--- src/hdl/gasr_pkg.sv ---
// Package for the gauge alarm and statistics register bank.
// Assumes a 16-bit word register port with an 8-bit command address.
package gasr_pkg;
  // Register offsets
  localparam logic [7:0] OFS_CYCLE      = 8'h17;
  localparam logic [7:0] OFS_STATE      = 8'h19;
  localparam logic [7:0] OFS_PROFILE    = 8'h1a;
  localparam logic [7:0] OFS_TERM_RATE  = 8'h1c;
  localparam logic [7:0] OFS_EMPTY_V    = 8'h1d;
  localparam logic [7:0] OFS_EMPTY_OFS  = 8'h1e;
  localparam logic [7:0] OFS_HI_V       = 8'h1f;
  localparam logic [7:0] OFS_LO_T       = 8'h20;
  localparam logic [7:0] OFS_HI_T       = 8'h21;
  localparam logic [7:0] OFS_RUN_LO     = 8'h24;
  localparam logic [7:0] OFS_RUN_HI     = 8'h25;
  localparam logic [7:0] OFS_TACC_LO    = 8'h26;
  localparam logic [7:0] OFS_TACC_HI    = 8'h27;
  localparam logic [7:0] OFS_CACC_LO    = 8'h28;
  localparam logic [7:0] OFS_CACC_HI    = 8'h29;
  localparam logic [7:0] OFS_PEAK_V     = 8'h2a;
  localparam logic [7:0] OFS_LOW_V      = 8'h2b;
  localparam logic [7:0] OFS_PEAK_T     = 8'h2c;
  localparam logic [7:0] OFS_LOW_T      = 8'h2d;
  localparam logic [7:0] OFS_AMBIENT    = 8'h30;
  localparam logic [7:0] OFS_HEALTH     = 8'h32;
  localparam logic [7:0] OFS_USER_LO    = 8'h36;
  localparam logic [7:0] OFS_USER_HI    = 8'h37;
  // Pack state word bit positions
  localparam int BIT_HI_V     = 15;
  localparam int BIT_HI_T     = 12;
  localparam int BIT_LO_V     = 11;
  localparam int BIT_LO_CHG   = 9;
  localparam int BIT_LO_T     = 8;
  localparam int BIT_INIT     = 7;
  localparam int BIT_DISCH    = 6;
  // Writable alarm bits (hardware sets, host clears)
  localparam logic [15:0] ALARM_MASK    = 16'h9b00;
  localparam logic [15:0] STATE_RESET   = 16'h00c0;
  // Reset values, full codes, limits and cycle step
  localparam logic [15:0] TERM_RESET    = 16'h0002;
  localparam logic [15:0] HEALTH_RESET  = 16'h0064;
  localparam logic [15:0] LEVEL_FULL    = 16'h03e8;
  localparam logic [15:0] PCT_FULL      = 16'h0064;
  localparam logic [15:0] LOW_V_RESET   = 16'hffff;
  localparam logic [15:0] COLD_LIMIT    = 16'h0aac;
  localparam logic [15:0] AMB_MIN       = 16'h0980;
  localparam logic [15:0] AMB_MAX       = 16'h0dcc;
  localparam logic [15:0] CYCLE_STEP    = 16'h0064;
  // Saturation limits
  localparam logic [31:0] RUN_MAX       = 32'h00ffffff;
  localparam logic [31:0] TACC_MAX      = 32'h0fffffff;
  localparam logic [31:0] CACC_MAX      = 32'hffffffff;
  // Power modes
  localparam logic [7:0]  MODE_OPER     = 8'h01;
  localparam logic [7:0]  MODE_SLEEP    = 8'h02;

  // Measurement sample from the front end
  typedef struct packed {
    logic        valid;
    logic [15:0] cell_mv;
    logic [15:0] cell_temp;
    logic [15:0] amb_temp;
    logic [15:0] fine_level;
    logic        discharging;
    logic [6:0]  health;
  } gasr_meas_t;

  // Register write/read command
  typedef struct packed {
    logic        wr;
    logic        rd;
    logic [7:0]  addr;
    logic [15:0] wdata;
  } gasr_cmd_t;

  // All state of the bank
  typedef struct packed {
    logic [15:0] cycle;
    logic [15:0] drop_acc;
    logic [15:0] last_pct;
    logic [15:0] state;
    logic [15:0] term_rate;
    logic [15:0] empty_v;
    logic [15:0] empty_ofs;
    logic [15:0] hi_v;
    logic [15:0] lo_t;
    logic [15:0] hi_t;
    logic [15:0] lo_chg;
    logic [15:0] lo_v;
    logic [31:0] run;
    logic [31:0] tacc;
    logic [31:0] cacc;
    logic [15:0] peak_v;
    logic [15:0] low_v;
    logic [15:0] peak_t;
    logic [15:0] low_t;
    logic [15:0] ambient;
    logic [15:0] health;
    logic [15:0] pct;
    logic [15:0] rdata;
    logic        alarm_n;
  } gasr_state_t;
endpackage

--- src/hdl/gasr_regs.sv ---
// Alarm, status and lifetime statistics register bank of a one-cell gauge.
// Assumes a register port decoded by a serial slave on ref_clk, measurement
// samples from the front end on ref_clk, and a one-cycle minute tick.
// How it works
// Cycle total adds one per 100 percent of summed charge-percentage drop.
// Alarm bits latch when set and hold until the host writes zero.
// State bit 6 shows discharging (1) or charging (0); resets to 1.
// State bit 7 is set at reset; host clears it to spot later resets.
// Termination rate is in 0.01C and sets where percentage hits full.
// Fine level tops out at its full code at the profile end point.
// Rate 2 makes both reach full together; larger gives a full offset.
// Fine level copied to empty offset when low volt, above offset, warm.
// Empty voltage zero stops auto offset update; host writes always work.
// Percentage reads zero when fine level equals the empty offset.
// Voltage above high threshold asserts alarm, sets bit 15; zero disables.
// Temperature below low threshold asserts alarm, sets bit 8; gated.
// Temperature above high threshold asserts alarm, sets bit 12; gated.
// Active minutes count in operation only, saturate, resume from writes.
// Temperature accumulator adds per minute in operation, saturates.
// Charge accumulator adds percentage per minute in operation, saturates.
// Peak voltage follows higher samples; lower host write re-arms it.
// Lowest voltage follows lower samples; higher host write re-arms it.
// Peak temperature follows higher samples; host write re-arms it.
// Lowest temperature follows lower samples; host write re-arms it.
// Ambient reading loaded when its thermistor is enabled, clamped range.
// Health reads in percent, starts at 100, falls with wear.
// Low-charge alarm bit 9 never sets: its threshold resets to zero, has no write path, and zero disables.
// Sleep releases the alarm and freezes gauging; registers stay open.
// Alarm output follows live enabled conditions, not the latched bits.
`timescale 1ns/10ps
`default_nettype none
module gasr_regs #(
  parameter logic [15:0] PROFILE_ID = 16'h0001, // Any nonzero identity value
  parameter logic [31:0] USER_WORD  = 32'h00000000
) (
  input  wire logic               ref_clk,
  input  wire logic               rst_n,
  input  wire gasr_pkg::gasr_cmd_t  cmd,
  output logic [15:0]             rdata,
  input  wire gasr_pkg::gasr_meas_t meas,
  input  wire logic               minute_tick,
  input  wire logic [7:0]         power_mode,
  input  wire logic               cell_therm_en,
  input  wire logic               amb_therm_en,
  output logic [15:0]             relative_charge_pct,
  output logic                    alarm_out_n
);
  gasr_pkg::gasr_state_t st_reg;
  gasr_pkg::gasr_state_t st_next;

  initial begin
    if (PROFILE_ID == 16'h0000) $error("PROFILE_ID must be nonzero");
  end

  // Saturating 32-bit add
  function automatic logic [31:0] sat_add(input logic [31:0] a,
                                          input logic [31:0] b,
                                          input logic [31:0] lim);
    logic [32:0] s;
    s = {1'b0, a} + {1'b0, b};
    if (a >= lim || s >= {1'b0, lim}) sat_add = lim;
    else sat_add = s[31:0];
  endfunction

  // Full-side offset: each 0.01C above 0.02C lowers the full point by 1.0%
  function automatic logic [15:0] full_point(input logic [15:0] rate);
    logic [15:0] cut;
    cut = (rate > gasr_pkg::TERM_RESET) ? 16'((rate - gasr_pkg::TERM_RESET) * 16'd10)
                                        : 16'h0000;
    if (cut > 16'h00c8) cut = 16'h00c8;
    full_point = gasr_pkg::LEVEL_FULL - cut;
  endfunction

  logic oper;
  logic c_hi_v, c_lo_t, c_hi_t, c_lo_chg, c_lo_v;
  logic [15:0] fullp;
  logic [31:0] span;
  logic [31:0] num;

  assign oper = (power_mode == gasr_pkg::MODE_OPER);
  assign fullp = full_point(st_reg.term_rate);

  // Live alarm conditions
  assign c_hi_v   = (st_reg.hi_v != 16'h0000) && (meas.cell_mv > st_reg.hi_v);
  assign c_lo_v   = (st_reg.lo_v != 16'h0000) && (meas.cell_mv < st_reg.lo_v);
  assign c_lo_t   = cell_therm_en && (st_reg.lo_t != 16'h0000)
                    && (meas.cell_temp < st_reg.lo_t);
  assign c_hi_t   = cell_therm_en && (st_reg.hi_t != 16'h0000)
                    && (meas.cell_temp > st_reg.hi_t);
  assign c_lo_chg = (st_reg.lo_chg != 16'h0000) && (st_reg.pct < st_reg.lo_chg);

  // Rescaling arithmetic between empty offset and full point
  assign span = (fullp > st_reg.empty_ofs) ? 32'(fullp - st_reg.empty_ofs) : 32'd1;
  assign num  = (meas.fine_level > st_reg.empty_ofs)
                ? 32'(meas.fine_level - st_reg.empty_ofs) * 32'd100 : 32'd0;

  // Next-state logic
  always_comb begin
    logic [31:0] q;
    logic [15:0] newpct;
    logic [15:0] drop;
    logic [15:0] alarms;
    q = num / span;
    st_next = st_reg;
    newpct = (q > 32'd100) ? gasr_pkg::PCT_FULL : q[15:0];
    drop = 16'h0000;
    alarms = 16'h0000;

    // Measurement processing while operating
    if (oper && meas.valid) begin
      st_next.pct = newpct;
      if (newpct < st_reg.last_pct) drop = st_reg.last_pct - newpct;
      st_next.last_pct = newpct;
      if (16'(st_reg.drop_acc + drop) >= gasr_pkg::CYCLE_STEP) begin
        st_next.drop_acc = 16'(st_reg.drop_acc + drop - gasr_pkg::CYCLE_STEP);
        if (st_reg.cycle != 16'hffff) st_next.cycle = st_reg.cycle + 16'h0001;
      end else begin
        st_next.drop_acc = 16'(st_reg.drop_acc + drop);
      end
      st_next.state[gasr_pkg::BIT_DISCH] = meas.discharging;
      if (meas.cell_mv > st_reg.peak_v) st_next.peak_v = meas.cell_mv;
      if (meas.cell_mv < st_reg.low_v) st_next.low_v = meas.cell_mv;
      if (cell_therm_en && meas.cell_temp > st_reg.peak_t) begin
        st_next.peak_t = meas.cell_temp;
      end
      if (cell_therm_en && meas.cell_temp < st_reg.low_t) begin
        st_next.low_t = meas.cell_temp;
      end
      if (amb_therm_en) begin
        if (meas.amb_temp < gasr_pkg::AMB_MIN) st_next.ambient = gasr_pkg::AMB_MIN;
        else if (meas.amb_temp > gasr_pkg::AMB_MAX) st_next.ambient = gasr_pkg::AMB_MAX;
        else st_next.ambient = meas.amb_temp;
      end
      st_next.health = {9'h000, meas.health};
      // Automatic empty offset capture
      if (st_reg.empty_v != 16'h0000 && meas.cell_mv < st_reg.empty_v
          && meas.fine_level > st_reg.empty_ofs
          && meas.cell_temp > gasr_pkg::COLD_LIMIT) begin
        st_next.empty_ofs = meas.fine_level;
      end
    end

    // Per-minute statistics
    if (oper && minute_tick) begin
      st_next.run  = sat_add(st_reg.run, 32'd1, gasr_pkg::RUN_MAX);
      st_next.tacc = sat_add(st_reg.tacc, {16'h0000, meas.cell_temp},
                             gasr_pkg::TACC_MAX);
      st_next.cacc = sat_add(st_reg.cacc, {16'h0000, st_reg.pct},
                             gasr_pkg::CACC_MAX);
    end

    // Host writes; they override tracking in the same cycle
    if (cmd.wr) begin
      unique case (cmd.addr)
        gasr_pkg::OFS_STATE: begin
          st_next.state = (st_reg.state & ~(gasr_pkg::ALARM_MASK
                          | (16'h0001 << gasr_pkg::BIT_INIT)))
                          | (cmd.wdata & (gasr_pkg::ALARM_MASK
                          | (16'h0001 << gasr_pkg::BIT_INIT)));
        end
        gasr_pkg::OFS_TERM_RATE: st_next.term_rate = cmd.wdata;
        gasr_pkg::OFS_EMPTY_V:   st_next.empty_v   = cmd.wdata;
        gasr_pkg::OFS_EMPTY_OFS: st_next.empty_ofs = cmd.wdata;
        gasr_pkg::OFS_HI_V:      st_next.hi_v      = cmd.wdata;
        gasr_pkg::OFS_LO_T:      st_next.lo_t      = cmd.wdata;
        gasr_pkg::OFS_HI_T:      st_next.hi_t      = cmd.wdata;
        gasr_pkg::OFS_RUN_LO:    st_next.run[15:0]  = cmd.wdata;
        gasr_pkg::OFS_RUN_HI:    st_next.run[31:16] = {8'h00, cmd.wdata[7:0]};
        gasr_pkg::OFS_TACC_LO:   st_next.tacc[15:0]  = cmd.wdata;
        gasr_pkg::OFS_TACC_HI:   st_next.tacc[31:16] = {4'h0, cmd.wdata[11:0]};
        gasr_pkg::OFS_CACC_LO:   st_next.cacc[15:0]  = cmd.wdata;
        gasr_pkg::OFS_CACC_HI:   st_next.cacc[31:16] = cmd.wdata;
        gasr_pkg::OFS_PEAK_V:    st_next.peak_v = cmd.wdata;
        gasr_pkg::OFS_LOW_V:     st_next.low_v  = cmd.wdata;
        gasr_pkg::OFS_PEAK_T:    st_next.peak_t = cmd.wdata;
        gasr_pkg::OFS_LOW_T:     st_next.low_t  = cmd.wdata;
        default: ;
      endcase
    end

    // Latch alarm bits; a set in the same cycle beats a host clear
    if (oper) begin
      alarms[gasr_pkg::BIT_HI_V]   = c_hi_v;
      alarms[gasr_pkg::BIT_HI_T]   = c_hi_t;
      alarms[gasr_pkg::BIT_LO_V]   = c_lo_v;
      alarms[gasr_pkg::BIT_LO_CHG] = c_lo_chg;
      alarms[gasr_pkg::BIT_LO_T]   = c_lo_t;
    end
    st_next.state = st_next.state | alarms;

    // Pin follows live conditions only, released in sleep
    st_next.alarm_n = ~(oper && (c_hi_v | c_hi_t | c_lo_v | c_lo_chg | c_lo_t));

    // Read data register
    st_next.rdata = st_reg.rdata;
    if (cmd.rd) begin
      unique case (cmd.addr)
        gasr_pkg::OFS_CYCLE:     st_next.rdata = st_reg.cycle;
        gasr_pkg::OFS_STATE:     st_next.rdata = st_reg.state;
        gasr_pkg::OFS_PROFILE:   st_next.rdata = PROFILE_ID;
        gasr_pkg::OFS_TERM_RATE: st_next.rdata = st_reg.term_rate;
        gasr_pkg::OFS_EMPTY_V:   st_next.rdata = st_reg.empty_v;
        gasr_pkg::OFS_EMPTY_OFS: st_next.rdata = st_reg.empty_ofs;
        gasr_pkg::OFS_HI_V:      st_next.rdata = st_reg.hi_v;
        gasr_pkg::OFS_LO_T:      st_next.rdata = st_reg.lo_t;
        gasr_pkg::OFS_HI_T:      st_next.rdata = st_reg.hi_t;
        gasr_pkg::OFS_RUN_LO:    st_next.rdata = st_reg.run[15:0];
        gasr_pkg::OFS_RUN_HI:    st_next.rdata = st_reg.run[31:16];
        gasr_pkg::OFS_TACC_LO:   st_next.rdata = st_reg.tacc[15:0];
        gasr_pkg::OFS_TACC_HI:   st_next.rdata = st_reg.tacc[31:16];
        gasr_pkg::OFS_CACC_LO:   st_next.rdata = st_reg.cacc[15:0];
        gasr_pkg::OFS_CACC_HI:   st_next.rdata = st_reg.cacc[31:16];
        gasr_pkg::OFS_PEAK_V:    st_next.rdata = st_reg.peak_v;
        gasr_pkg::OFS_LOW_V:     st_next.rdata = st_reg.low_v;
        gasr_pkg::OFS_PEAK_T:    st_next.rdata = st_reg.peak_t;
        gasr_pkg::OFS_LOW_T:     st_next.rdata = st_reg.low_t;
        gasr_pkg::OFS_AMBIENT:   st_next.rdata = st_reg.ambient;
        gasr_pkg::OFS_HEALTH:    st_next.rdata = st_reg.health;
        gasr_pkg::OFS_USER_LO:   st_next.rdata = USER_WORD[15:0];
        gasr_pkg::OFS_USER_HI:   st_next.rdata = USER_WORD[31:16];
        default:                 st_next.rdata = 16'h0000;
      endcase
    end
  end

  // State register
  always_ff @(posedge ref_clk or negedge rst_n) begin
    if (!rst_n) begin
      st_reg           <= '0;
      st_reg.state     <= gasr_pkg::STATE_RESET;
      st_reg.term_rate <= gasr_pkg::TERM_RESET;
      st_reg.low_v     <= gasr_pkg::LOW_V_RESET;
      st_reg.low_t     <= gasr_pkg::LOW_V_RESET;
      st_reg.ambient   <= gasr_pkg::AMB_MIN;
      st_reg.health    <= gasr_pkg::HEALTH_RESET;
      st_reg.pct       <= gasr_pkg::PCT_FULL;
      st_reg.last_pct  <= gasr_pkg::PCT_FULL;
      st_reg.alarm_n   <= 1'b1;
    end else begin
      st_reg <= st_next;
    end
  end

  assign rdata               = st_reg.rdata;
  assign relative_charge_pct = st_reg.pct;
  assign alarm_out_n         = st_reg.alarm_n;
endmodule // gasr_regs
`default_nettype wire

--- config.mk ---
export PLATFORM = sky130hd
export DESIGN_NAME = gasr_regs
export DESIGN_NICKNAME = d
export VERILOG_FILES = /design/src/hdl/gasr_pkg.sv /design/src/hdl/gasr_regs.sv
export SDC_FILE = /design/constraint.sdc
export NUM_CORES = 2
export LEC_CHECK = 0
export BUFFER_PORTS_ARGS = -buffer_cell sky130_fd_sc_hd__buf_2
export CORE_MARGIN = 2
export CORE_UTILIZATION = 28
export CTS_BUF_LIST = sky130_fd_sc_hd__clkbuf_16
export CTS_CLUSTER_DIAMETER = 150
export DETAILED_ROUTE_END_ITERATION = 8
export PLACE_DENSITY = 0.43
export SYNTH_ARGS = -nofsm -noshare
export SYNTH_HDL_FRONTEND = slang
export SYNTH_SLANG_ARGS = --single-unit
--- constraint.sdc ---
create_clock -name ref_clk -period 129.6 [get_ports ref_clk]
set_input_delay 25.92 -clock ref_clk [delete_from_list [all_inputs] [get_ports ref_clk]]
set_output_delay 25.92 -clock ref_clk [all_outputs]
set_load 0.02 [all_outputs]
==> results.cfg <==
[sta]
fin_crit_ns = 122.89
worstMarginPinSlew_ns = 1.23
max_freq_mhz = 8.14
fin_crit_sh_pct = 94.8
hold_viol = 0
tns_ns = 0
setup_viol = 0
setup_ws_ns = 6.71
rsz0062_at_grt = false
worst_clock_skew_ns = 0.0639
relSlewSlack_pct = 17.2
finalMaxSlewViolations = 0

[cts]
tritoncts = built
htree_levels = 2
cts_hold_buf = 0
cts_sinks = 351
clockBufferDepth = 3
insertion_delay_ns = 0.63
root_buffer = clkbuf_16
clkTransAtPathRegs_ns = 0.06
numCtsBuffers = 42

[global_route]
antenna_found_initial = 11
grt_start_max_net_pins = 71
grt_pass1_wl_um = 392000
grt.total_usage_pct = 24.5
overflow = 0
grt_pass1_vias = 58000

[logic_synthesis]
synth_seq_area_share_pct = 15.1
syn_avg_cell_area_um2 = 7.53
netlist_instances = 7765
synth_edf_count = 0
synth_area_leaders = ha_1, dfrtp_1, a21oi_1, nor2_1, nand2_1
synth_top_area_share_pct = 17.8
yosys_register_bits = 351
synth_cell_types = 114
synthArstFlopShare_pct = 100
yosysTopAreaCell = ha_1
synth_flop_cell = dfrtp_1
netlist_area_um2 = 58500
ys_warn_count = 0

[drt]
routedWlPerCell_um = 25.3
vias = 59700
viasPerCell = 5.64
drt-initial-drc-count = 4696
wl_um = 268000
drtAntennaViolNets = 0
drc = 0
first_pass_iters = 7

[critical_path]
cpMaxStageDelayCell = a221o_2
critPathTopFamily = compound AO/OA/AOI/OAI gates
crit_arrival_ns = 123.40
crit_path_max_fanout = 44
crit_buf_inv = 24
end_kind = register
r2r_setup_slack_ns = 29.20
cp-start-kind = primary input
critPathMaxStageDelay_ns = 0.71
path_class = primary input to register
crit_top_cell = a21oi_1
required_ns = 130.11

[cells_and_area]
fin_cells = 10600
syn2layout_area_growth_pct = 9.34
num-fill-cells = 22600
final_cell_mix = ha_1, nor2_1, nand2_1, a21oi_1, inv_1
nets = 8737
largest_reg_flops = 318
final_common_cell = ha_1
drive_gt1_share_pct = 9.34

[run_status]
status = completed

[floorplan]
std_cell_rows = 167
fp.dieH_um = 461
core_area_um2 = 207000
io_pins = 145
fp.dieArea_um2 = 212000
start_util_pct = 28.2
fp.dieW_um = 461

[hold_path]
hold_class = register to register

[placement]
dp_cells = 10500
dpl.hpwl_um = 209000
io_buffer_count = 144
post-place-ws_ns = 1.16
place.gp.congestion = 0.980

[job]
max_cap_violations = 0
==> synthesized netlist by cell type (all sizes together), types with 20 or more instances <==
library cell	n
a21oi	655
a211oi	52
dfrtp	306
buf	99
o21bai	63
nor3	205
nor4	60
nand2	723
a22o	20
a221oi	34
nor2b	86
o31ai	49
clkbuf	207
a21boi	24
ha	834
or2	48
and3	70
or3	57
nor3b	22
dfstp	45
nand4	144
nor2	721
and2	57
o21ai	475
a31o	21
a21o	262
a22oi	107
o22ai	73
o211ai	58
a31oi	107
o21a	172
inv	464
mux2	170
xor2	186
mux2i	122
fa	24
nand2b	81
nand3	216
and4	21
or4	20
a41oi	21
xnor2	291
a211o	28
==> stage by stage <==
step / area (µm²) / util [%] / hold WS [ns]
6_report: 63900 / 30.8 / 0.487
5_1_grt: 63900 / 30.8 / 0.518
4_1_cts: 63700 / 30.7 / 0.489
3_5_place_dp: 62400 / 30.1 / 0.472
3_3_place_gp: 62400 / 30.1 / 0.466
2_1_floorplan: 58500 / - / 0.439
==> cell type report <==
class	count	area, µm²	area share [%]
inverters	464	1750	2.73
flip-flops and latches	351	8840	13.8
clock buffers	43	1080	1.68
repair buffers	249	1530	2.40
clock inverters	35	282	0.440
multi-input cells	6659	47000	73.5
well taps	2788	3490	5.46
diodes	1	2.50	0.00391
==> per-layer routing <==
layer	vias up	GRT usage (%)	wire (µm)
met5	-	0	124
met4	18	10.1	12700
met3	425	2.11	13700
met2	1950	41.2	124000
met1	28800	32.0	118000
li1	28600	-	-
==> worst paths after layout <==
path,from,end,cells past startpoint
worst max-delay path,meas[8],st_reg[402],384
worst min-delay path,st_reg[385],st_reg[385],2
worst max register to register,st_reg[338],st_reg[402],392
max in group asynchronous,rst_n,st_reg[305],3
worst min register to register,st_reg[385],st_reg[385],2
min in group asynchronous,rst_n,relative_charge_pct[7],1
==> repair_timing <==
item	CTS	global route
buffers inserted	0	2
setup endpoints to repair	0	32
resized for setup	0	36
==> worst reg2reg max path, delay by kind of cell (launching register included) <==
family	cells	cell delay, ns
adders and majority gates	41	12.82
buffers and inverters	21	3.94
AOI/OAI and AO/OA	228	60.49
xor gates and xnor gates	3	0.52
DFF	1	0.67
muxes	5	1.81
and+or+nand+nor	94	19.97
==> logic make-up (layout without fill, tap and decap cells) <==
| family | after synthesis | in the layout | synth area share, % |
|---|---|---|---|
| fa+ha+maj | 858 | 858 | 18.7 |
| simple gates | 2575 | 2575 | 20.9 |
| compound gates | 2440 | 2440 | 27.5 |
| mux | 292 | 292 | 5.39 |
| flops | 351 | 351 | 15.1 |
| other cells | 2 | 18 | 0.0128 |
| xor+xnor | 477 | 477 | 7.15 |
| buf+inv | 770 | 791 | 5.27 |
Power is left out: the tool's default activity adds up to more than one toggle a clock period on the data nets, which glitch-free logic cannot reach.
